--- src/design/ext_bus_map.vh ---
// Purpose: constants of the external bus controller
// Assumes: included by the controller only
// Notes: register offsets are byte addresses on APB
`ifndef EXT_BUS_MAP_VH
`define EXT_BUS_MAP_VH
// register offsets
`define OFS_BUS_CONTROL 12'h000
`define OFS_STATUS 12'h004
// bus_control_reg field positions
`define F_WAIT_COUNT_LO 0
`define F_WAIT_COUNT_HI 1
`define F_WAIT_MODE_LO 2
`define F_WAIT_MODE_HI 3
`define F_ACCESS_STATE 4
`define F_IDLE_INSERT 5
`define F_BURST_WORD_LIMIT 6
`define F_BURST_CYCLE_LEN 7
`define F_BURST_ROM_EN 8
// reset: 3-state, 3 program waits, program wait mode (wait input ignored)
`define BCR_RESET 9'h013
// wait modes
`define WM_PROGRAM 2'h0
`define WM_PIN 2'h2
`define WM_PIN_AUTO 2'h3
// burst word limits
`define BURST_WORDS_SHORT 4'h4
`define BURST_WORDS_LONG 4'h8
`endif

--- src/design/ext_bus_ctrl.v ---
// Purpose: external 8-bit bus controller with wait, burst rom, idle and arbitration
// Assumes: one clock pclk at 50 MHz, asynchronous active-low reset presetn
// Notes: wait pin is sampled once per state after a two-stage synchroniser
`include "ext_bus_map.vh"

// Summary of operation
// - 2-state access takes exactly two states, never waits.
// - 3-state access has three base states and may take waits.
// - all external data moves over one 8-bit data bus.
// - program wait mode always inserts wait count states after state two.
// - pin wait mode first inserts the programmed wait count.
// - pin wait mode adds a wait while the sampled wait input is low.
// - wait held low keeps adding waits until it goes high.
// - pin auto-wait inserts the count only if wait low in state two.
// - reset selects 3-state, three program waits, wait input ignored.
// - burst rom applies to area 0, only for cpu instruction fetches.
// - burst first access follows access state setting; waits only if 3-state.
// - burst cycles last one or two states per cycle length bit.
// - no waits inside burst cycles after the first access.
// - burst covers up to 4 words or up to 8 words.
// - write right after read inserts one idle state when enabled.
// - idle state shows next address and select, data released, strobes high.
// - arbiter acknowledges a master, which keeps bus until ack withdrawn.
// - transfer controller has priority over the cpu.
// - cpu hands over only between bus cycles, not inside multi-part access.
// - sleeping cpu gives up the bus at once.
// - transfer controller keeps bus until its series completes.
// - word splits into two bytes, longword into four.
// - read strobe on every read, write strobe on every write.
module ext_bus_ctrl (
  input wire pclk, // system clock
  input wire presetn, // async reset, active low
  input wire psel, // apb select
  input wire penable, // apb enable
  input wire pwrite, // apb direction
  input wire [11:0] paddr, // apb byte address
  input wire [31:0] pwdata, // apb write data
  output reg [31:0] prdata, // apb read data
  output reg pready, // apb ready
  output reg pslverr, // apb error on unmapped address
  input wire cpu_req, // cpu access request, held until done
  input wire cpu_write, // cpu access is a write
  input wire cpu_fetch, // cpu access is an instruction fetch
  input wire cpu_sleep, // cpu is in sleep mode
  input wire [1:0] cpu_size, // 0 byte, 1 word, 2 longword
  input wire [15:0] cpu_addr, // cpu access address
  input wire [31:0] cpu_wdata, // cpu write data
  input wire tc_req, // transfer controller bus request
  input wire tc_write, // transfer controller write
  input wire [1:0] tc_size, // transfer controller size
  input wire [15:0] tc_addr, // transfer controller address
  input wire [31:0] tc_wdata, // transfer controller write data
  output reg cpu_ack, // bus acknowledge to cpu
  output reg tc_ack, // bus acknowledge to transfer controller
  output reg acc_done, // one-cycle pulse at end of an access
  output reg [31:0] acc_rdata, // assembled read data
  output reg [15:0] ext_addr, // external address
  output reg [7:0] data_out, // data bus drive value
  output reg data_oe, // data bus driven when high
  input wire [7:0] data_in, // data bus pin level
  output reg address_strobe_n, // address strobe, active low
  output reg rd_n, // read strobe, active low
  output reg write_strobe_n, // write strobe, active low
  output reg io_select_n, // i/o select, active low
  input wire wait_n // wait pin, active low
);

  // ----------------------------------------------------------------
  // bus states
  // ----------------------------------------------------------------
  // one pclk is one bus state. A byte part runs T1, T2, any waits, then T3.
  // A 2-state access leaves out T2, so it is T1 then T3.
  // TI is the idle state that goes in front of a write that follows a read.
  // BURST is a one- or two-state burst cycle that follows the full access.
  // The wait pin reaches the sequencer two cycles late through the synchroniser.
  // A device that wants to stretch an access must pull wait low early enough.
  // That limit is accepted in exchange for a clean single-clock design.
  localparam S_IDLE = 3'h0;
  localparam S_T1 = 3'h1;
  localparam S_T2 = 3'h2;
  localparam S_TW = 3'h3;
  localparam S_T3 = 3'h4;
  localparam S_TI = 3'h5;
  localparam S_BURST = 3'h6;

  // ----------------------------------------------------------------
  // state of the controller
  // ----------------------------------------------------------------
  // settings register, wait synchroniser, sequencer and the access in flight
  reg [8:0] bus_control_reg;
  reg wait_meta;
  reg wait_sync;
  reg [2:0] state;
  reg [1:0] wait_left;
  reg [1:0] byte_idx;
  reg [1:0] byte_last;
  reg [3:0] burst_cnt;
  reg burst_half;
  reg cur_write;
  reg cur_burst;
  reg last_was_read;
  reg owner_tc;
  reg [31:0] cur_wdata;
  reg [15:0] base_addr;
  reg busy;

  // ----------------------------------------------------------------
  // decoded settings and request mux
  // ----------------------------------------------------------------
  // fields of the settings register; the loose bits are gathered here once
  wire [1:0] wait_count = {bus_control_reg[`F_WAIT_COUNT_HI], bus_control_reg[`F_WAIT_COUNT_LO]};
  wire [1:0] wait_mode = {bus_control_reg[`F_WAIT_MODE_HI], bus_control_reg[`F_WAIT_MODE_LO]};
  wire three_state = bus_control_reg[`F_ACCESS_STATE];
  wire [3:0] burst_limit = bus_control_reg[`F_BURST_WORD_LIMIT] ? `BURST_WORDS_LONG :
                           `BURST_WORDS_SHORT;
  wire apb_write = psel & penable & pwrite & pready;
  wire apb_hit = (paddr == `OFS_BUS_CONTROL) | (paddr == `OFS_STATUS);
  // the request of whoever owns the bus
  wire own_req = owner_tc ? tc_req : cpu_req;
  wire own_write = owner_tc ? tc_write : cpu_write;
  wire [1:0] own_size = owner_tc ? tc_size : cpu_size;
  wire [15:0] own_addr = owner_tc ? tc_addr : cpu_addr;
  wire [31:0] own_wdata = owner_tc ? tc_wdata : cpu_wdata;
  wire [15:0] cur_addr = base_addr + {14'h0000, byte_idx};
  // byte to drive for the current part, most significant first
  reg [7:0] cur_byte;
  always @* begin
    case (byte_idx)
      2'h0: cur_byte = (byte_last == 2'h0) ? cur_wdata[7:0] :
                       (byte_last == 2'h1) ? cur_wdata[15:8] : cur_wdata[31:24];
      2'h1: cur_byte = (byte_last == 2'h1) ? cur_wdata[7:0] : cur_wdata[23:16];
      2'h2: cur_byte = cur_wdata[15:8];
      default: cur_byte = cur_wdata[7:0];
    endcase
  end

  // ----------------------------------------------------------------
  // apb register slave
  // ----------------------------------------------------------------
  // single-wait slave: pready rises one cycle into the access phase, after setup
  always @(posedge pclk or negedge presetn) begin
    if (!presetn) begin
      bus_control_reg <= `BCR_RESET;
      pready <= 1'b0;
      pslverr <= 1'b0;
      prdata <= 32'h00000000;
    end else begin
      pready <= psel & penable & ~pready;
      pslverr <= psel & penable & ~pready & ~apb_hit;
      if (apb_write && paddr == `OFS_BUS_CONTROL) begin
        bus_control_reg <= pwdata[8:0];
      end
      if (psel && penable && !pready && !pwrite) begin
        if (paddr == `OFS_BUS_CONTROL) begin
          prdata <= {23'h000000, bus_control_reg};
        end else if (paddr == `OFS_STATUS) begin
          prdata <= {24'h000000, busy, owner_tc, burst_cnt, last_was_read, wait_sync};
        end else begin
          prdata <= 32'h00000000;
        end
      end
    end
  end

  // ----------------------------------------------------------------
  // wait pin synchroniser
  // ----------------------------------------------------------------
  // the pin is outside the clock domain, so two stages before use
  always @(posedge pclk or negedge presetn) begin
    if (!presetn) begin
      wait_meta <= 1'b1;
      wait_sync <= 1'b1;
    end else begin
      wait_meta <= wait_n;
      wait_sync <= wait_meta;
    end
  end

  // ----------------------------------------------------------------
  // arbitration and bus cycle sequencer
  // ----------------------------------------------------------------
  // one pclk is one bus state; the wait pin level seen late in a state decides
  always @(posedge pclk or negedge presetn) begin
    if (!presetn) begin
      state <= S_IDLE;
      wait_left <= 2'h0;
      byte_idx <= 2'h0;
      byte_last <= 2'h0;
      burst_cnt <= 4'h0;
      burst_half <= 1'b0;
      cur_write <= 1'b0;
      cur_burst <= 1'b0;
      last_was_read <= 1'b0;
      owner_tc <= 1'b0;
      cur_wdata <= 32'h00000000;
      base_addr <= 16'h0000;
      busy <= 1'b0;
      cpu_ack <= 1'b0;
      tc_ack <= 1'b0;
      acc_done <= 1'b0;
      acc_rdata <= 32'h00000000;
      ext_addr <= 16'h0000;
      data_out <= 8'h00;
      data_oe <= 1'b0;
      address_strobe_n <= 1'b1;
      rd_n <= 1'b1;
      write_strobe_n <= 1'b1;
      io_select_n <= 1'b1;
    end else begin
      acc_done <= 1'b0;
      case (state)
        S_IDLE: begin
          address_strobe_n <= 1'b1;
          rd_n <= 1'b1;
          write_strobe_n <= 1'b1;
          data_oe <= 1'b0;
          if (!busy) begin
            // sleeping cpu holds nothing, handover here is immediate
            // transfer controller keeps bus while requesting
            if (tc_req) begin
              owner_tc <= 1'b1;
              tc_ack <= 1'b1;
              cpu_ack <= 1'b0;
            end else if (cpu_req && !cpu_sleep) begin
              owner_tc <= 1'b0;
              cpu_ack <= 1'b1;
              tc_ack <= 1'b0;
            end else begin
              tc_ack <= 1'b0;
              cpu_ack <= 1'b0;
            end
          end
          // a master still shows its request in the cycle of acc_done, so no
          // access starts then; otherwise the finished request would run twice
          if (!acc_done &&
              ((tc_ack && tc_req) || (cpu_ack && cpu_req && !tc_req && !cpu_sleep))) begin
            // bytes per access from the size
            byte_last <= (own_size == 2'h0) ? 2'h0 : (own_size == 2'h1) ? 2'h1 : 2'h3;
            byte_idx <= 2'h0;
            cur_write <= own_write;
            cur_wdata <= own_wdata;
            base_addr <= own_addr;
            busy <= 1'b1;
            // burst only for cpu fetches from area 0
            cur_burst <= bus_control_reg[`F_BURST_ROM_EN] & ~owner_tc & cpu_fetch &
                         ~own_write & (own_addr[15] == 1'b0);
            burst_cnt <= 4'h1;
            ext_addr <= own_addr;
            io_select_n <= ~(own_addr[15:12] == 4'hF);
            // idle state before a write that follows a read
            if (own_write && last_was_read && bus_control_reg[`F_IDLE_INSERT]) begin
              state <= S_TI;
            end else begin
              state <= S_T1;
              address_strobe_n <= 1'b0;
              rd_n <= own_write;
              data_oe <= own_write;
              data_out <= (own_size == 2'h0) ? own_wdata[7:0] :
                          (own_size == 2'h1) ? own_wdata[15:8] : own_wdata[31:24];
            end
          end
        end
        S_TI: begin
          // idle state keeps next address, strobes high, data released
          state <= S_T1;
          address_strobe_n <= 1'b0;
          data_oe <= 1'b1;
          data_out <= cur_byte;
        end
        S_T1: begin
          // 2-state access goes from T1 straight to its final state
          if (three_state) begin
            state <= S_T2;
          end else begin
            state <= S_T3;
          end
          write_strobe_n <= ~cur_write;
          // program wait always, pin mode starts with count too
          wait_left <= wait_count;
        end
        S_T2: begin
          if (!three_state) begin
            // 2-state access goes on to T3 without waits
            // read data is captured in T3, at strobe release
            state <= S_T3;
          end else begin
            // burst first access takes waits only when 3-state
            if (wait_mode == `WM_PIN_AUTO) begin
              // count only if wait low in state two, nothing more
              if (!wait_sync && wait_left != 2'h0) state <= S_TW;
              else state <= S_T3;
            end else if (wait_left != 2'h0) begin
              state <= S_TW;
            end else if (wait_mode == `WM_PIN && !wait_sync) begin
              state <= S_TW;
            end else begin
              state <= S_T3;
            end
          end
        end
        S_TW: begin
          if (wait_left > 2'h1) begin
            wait_left <= wait_left - 2'h1;
          end else if (wait_mode == `WM_PIN && !wait_sync) begin
            // keep waiting while the pin is held low
            wait_left <= 2'h0;
          end else begin
            wait_left <= 2'h0;
            state <= S_T3;
          end
        end
        // the final state of a part, and each burst cycle, end the same way:
        // data is taken, and either the access closes or the next byte begins
        S_T3, S_BURST: begin
          if (state == S_BURST && bus_control_reg[`F_BURST_CYCLE_LEN] && !burst_half) begin
            // two-state burst cycle, never a wait
            burst_half <= 1'b1;
          end else begin
            burst_half <= 1'b0;
            // single 8-bit data bus, data caught at end of final state
            if (!cur_write) begin
              acc_rdata <= {acc_rdata[23:0], data_in};
            end
            last_was_read <= ~cur_write;
            if (byte_idx == byte_last) begin
              // strobes end after the final state
              address_strobe_n <= 1'b1;
              rd_n <= 1'b1;
              write_strobe_n <= 1'b1;
              data_oe <= 1'b0;
              acc_done <= 1'b1;
              // bus is free only after the last part
              busy <= 1'b0;
              state <= S_IDLE;
            end else begin
              byte_idx <= byte_idx + 2'h1;
              ext_addr <= cur_addr + 16'h0001;
              // burst stops at the word limit
              if (cur_burst && burst_cnt < burst_limit) begin
                burst_cnt <= burst_cnt + 4'h1;
                state <= S_BURST;
              end else begin
                state <= S_T1;
                // read strobe stays low across byte parts
                rd_n <= cur_write;
                write_strobe_n <= 1'b1;
              end
              data_out <= (byte_idx == 2'h0) ? cur_wdata[23:16] : cur_wdata[15:8];
              if (byte_idx == byte_last - 2'h1) data_out <= cur_wdata[7:0];
            end
          end
        end
        default: state <= S_IDLE;
      endcase
    end
  end

endmodule // ext_bus_ctrl

--- config.mk ---
export PLATFORM = sky130hd
export DESIGN_NAME = ext_bus_ctrl
export DESIGN_NICKNAME = d
export VERILOG_FILES = /design/src/design/ext_bus_ctrl.v
export VERILOG_INCLUDE_DIRS = /design/src /design/src/design
export SDC_FILE = /design/constraint.sdc
export NUM_CORES = 1
export LEC_CHECK = 0
export BUFFER_PORTS_ARGS = -buffer_cell sky130_fd_sc_hd__buf_2
export CAP_MARGIN = 40
export CORE_MARGIN = 3
export CORE_UTILIZATION = 45
export CTS_BUF_LIST = sky130_fd_sc_hd__clkbuf_4 sky130_fd_sc_hd__clkbuf_8
export DETAILED_ROUTE_END_ITERATION = 10
export PLACE_DENSITY = 0.76
export SLEW_MARGIN = 10
export SYNTH_ARGS = -nofsm -noshare
export SYNTH_HDL_FRONTEND = slang
export SYNTH_SLANG_ARGS = --single-unit
--- constraint.sdc ---
create_clock -name pclk -period 5.8 [get_ports pclk]
set_input_delay 0.87 -clock pclk [delete_from_list [all_inputs] [get_ports pclk]]
set_output_delay 0.87 -clock pclk [all_outputs]
set_load 0.02 [all_outputs]
==> flow_metrics.py <==
metrics = {
    "run_status": {
        "status": "finished clean",
    },
    "floorplanning": {
        "dieArea_mm2": 0.0198,
        "die_y_um": 141,
        "num_rows": 48,
        "start_util_pct": 46.6,
        "io_pins": 262,
        "design.core.area_mm2": 0.0175,
        "die_w_um": 141,
    },
    "setup_path": {
        "cp_max_fo": 39,
        "crit_required_ps": 6100,
        "cpPeakStageDelay_ps": 810,
        "path_depth": 5,
        "crit_type": "register to register",
        "slowest_stage": "mux2i_2",
        "path_delay_family": "multiplexers",
        "crit_buf_inv": 1,
        "cp_cell_sequence": "buf_4 > mux2i_2 > mux2i_1 > a221oi_1 > a31oi_1",
        "start_kind": "register",
        "worstSetupEndpointType": "register",
        "cp.arrival_ps": 3080,
        "r2r_cells": 5,
    },
    "synthesis": {
        "yosysMostFrequentCell": "dfrtp_1",
        "syn_avg_cell_area_um2": 10.2,
        "synth_ff_type": "dfrtp_1",
        "synth_cells": 802,
        "async_flop_share_pct": 100,
        "yosys-mux-area-fraction_pct": 16.0,
        "synth_top_family_by_area": "multiplexers",
        "netlist.area_leader.share_pct": 44.1,
        "synth_area_leaders": "dfrtp_1 44%, mux2i_1 8.6%, mux2_2 7.0%",
        "yosys_warnings": 0,
        "synthSimpleGateAreaFrac_pct": 12.3,
        "yosysSeqAreaShare_pct": 47.0,
        "synth_xor_area_share_pct": 1.70,
        "synth_area_leader_cell": "dfrtp_1",
        "synth_compound_area_share_pct": 15.5,
        "synth_edf_count": 0,
        "synthDistinctLibCells": 68,
        "synth-seq-cells": 153,
        "synth_area_mm2": 0.00818,
        "synth_common_cells": "144 x dfrtp_1, 102 x nand2_1, 77 x o21ai_0, 70 x mux2i_1, 58 x nor2_1",
        "synth_fa_ha_area_share_pct": 1.78,
    },
    "final_layout": {
        "fillCellCount": 1564,
        "utilization_pct": 55.4,
        "final_area_mm2": 0.00972,
        "synthToLayoutAreaGrowth_pct": 18.8,
        "num_antenna_cells": 0,
        "final_nets": 1175,
        "top_regs": "acc_rdata x32, cur_wdata x32",
        "drive_above_1_share_pct": 33.0,
    },
    "placed_design": {
        "numPortBuffers": 215,
        "pre_cts_ws_ps": 2970,
        "finalWeightedCongestion": 0.829,
        "hpwlAfterDp_um": 14800,
        "placed_area_mm2": 0.00935,
    },
    "hold_path": {
        "hp-class": "input port to async pin",
    },
    "sta": {
        "slew-limit-headroom_pct": 42.3,
        "fin_hold_ws_ps": 247,
        "layout_setup_ws_ps": 3030,
        "worst_slew_pin_slew_ps": 849,
        "setup-violations-final": 0,
        "skew_ps": 12.6,
        "setup_tns_ps": 0,
        "hold_viol": 0,
        "drv_slew": 0,
        "rsz0062_at_grt": "false",
        "fmax_mhz": 361,
        "period_share_pct": 47.8,
        "period_needed_ps": 2770,
    },
    "grt": {
        "grt_pass1_wl_um": 33200,
        "grt_pass1_vias": 6567,
        "antenna_found_initial": 0,
        "grt_max_degree": 88,
        "track_usage_pct": 20.6,
        "grt_overflow": 0,
    },
    "drt": {
        "drc_errors": 0,
        "num_vias": 6590,
        "post_drt_wl_per_cell_um": 16.3,
        "routed_wl_um": 20200,
        "first_iter_violations": 471,
        "ant_nets": 0,
        "drt_first_pass_iters": 7,
        "vias_per_cell": 5.32,
    },
    "clock_tree": {
        "cts_root_buf": "clkbuf_8",
        "cts_tree": "yes",
        "clk_pin_slew_ps": 90,
        "worstSkewPairLatency_ps": 460,
        "post_cts_buffers": 0,
        "clock_sinks": 153,
        "cts_hold_buffers": 0,
        "h-tree-depth": 4,
        "cts_buffer_depth": 2,
        "cts_made_buffers": 17,
        "cts-resized-gates": 0,
    },
    "run": {
        "maxCapViolations": 0,
    },
    "power_and_ir_drop": {
        "peakVddDrop_mv": 0.316,
        "leakagePower_nw": 4.78,
        "powerDensity_mw_per_mm2": 496,
    },
}
-- layout by cell type, fill, tap and decap left out, drive strengths merged, types with 8 or more instances in the layout --
cell type,count
buf,225
nor3,9
ha,10
nor2,60
a31oi,12
o21ai,78
o211ai,10
dfstp,9
mux2,51
dfrtp,144
nand3,8
conb,23
mux2i,72
nand2,102
xor2,8
a21oi,27
clkbuf,17
a22oi,8
inv,22
a222oi,8
-- layer usage --
layer / track usage [%] / part of all wire, %
met2: 33.8 / 47
met5: 0 / 0
met1: 28.0 / 45
met3: 4.58 / 6.7
met4: 4.79 / 1.2
-- stage by stage --
stage	cells	power [W]
after global placement	1202	0.00398
after detailed placement	1206	0.00408
final	1238	0.00482
after global routing	1238	0.00518
after CTS	1238	0.00486
after floorplan	824	0.00343
-- report_power, final --
part	internal, W	total [W]	switching, W
logic	0.000901	0.00219	0.00129
clock network	0.000312	0.000764	0.000452
registers	0.00150	0.00186	0.000359
total	0.00271	0.00482	0.00210
-- worst paths after layout --
kind	start	endpoint	slack (ps)
worst max-delay path	owner_tc$_DFFE_PN0P_	data_out[1]$_DFFE_PN0P_	3030
worst min-delay path	presetn	prdata[6]$_DFFE_PN0P_	250
min in group pclk	wait_meta$_DFF_PN1_	wait_sync$_DFF_PN1_	360
max in group asynchronous	presetn	cur_wdata[28]$_DFFE_PN0P_	4610
worst max register to register	owner_tc$_DFFE_PN0P_	data_out[1]$_DFFE_PN0P_	3030
worst min register to register	wait_meta$_DFF_PN1_	wait_sync$_DFF_PN1_	360
-- area by class of cell --
class                      instances  area [um2]  share of cell area, %
timing repair buffer             225        1210                   12.5
clock buffer                      17         234                   2.41
tap                              225         282                   2.90
inverter                          14        52.6                  0.541
sequential                       153        3840                   39.6
clock inverter                    15         133                   1.36
multi-input combinational        589        3960                   40.8
-- cell families (layout without fill, tap and decap cells) --
logic type,after synthesis,count (layout)
other cells,1,23
mux,123,123
buf+inv,82,271
flops,153,153
compound gates,194,194
fa+ha+maj,11,11
simple gates,223,223
xor+xnor,15,15
No activity file was read; power rests on OpenSTA's default activity.
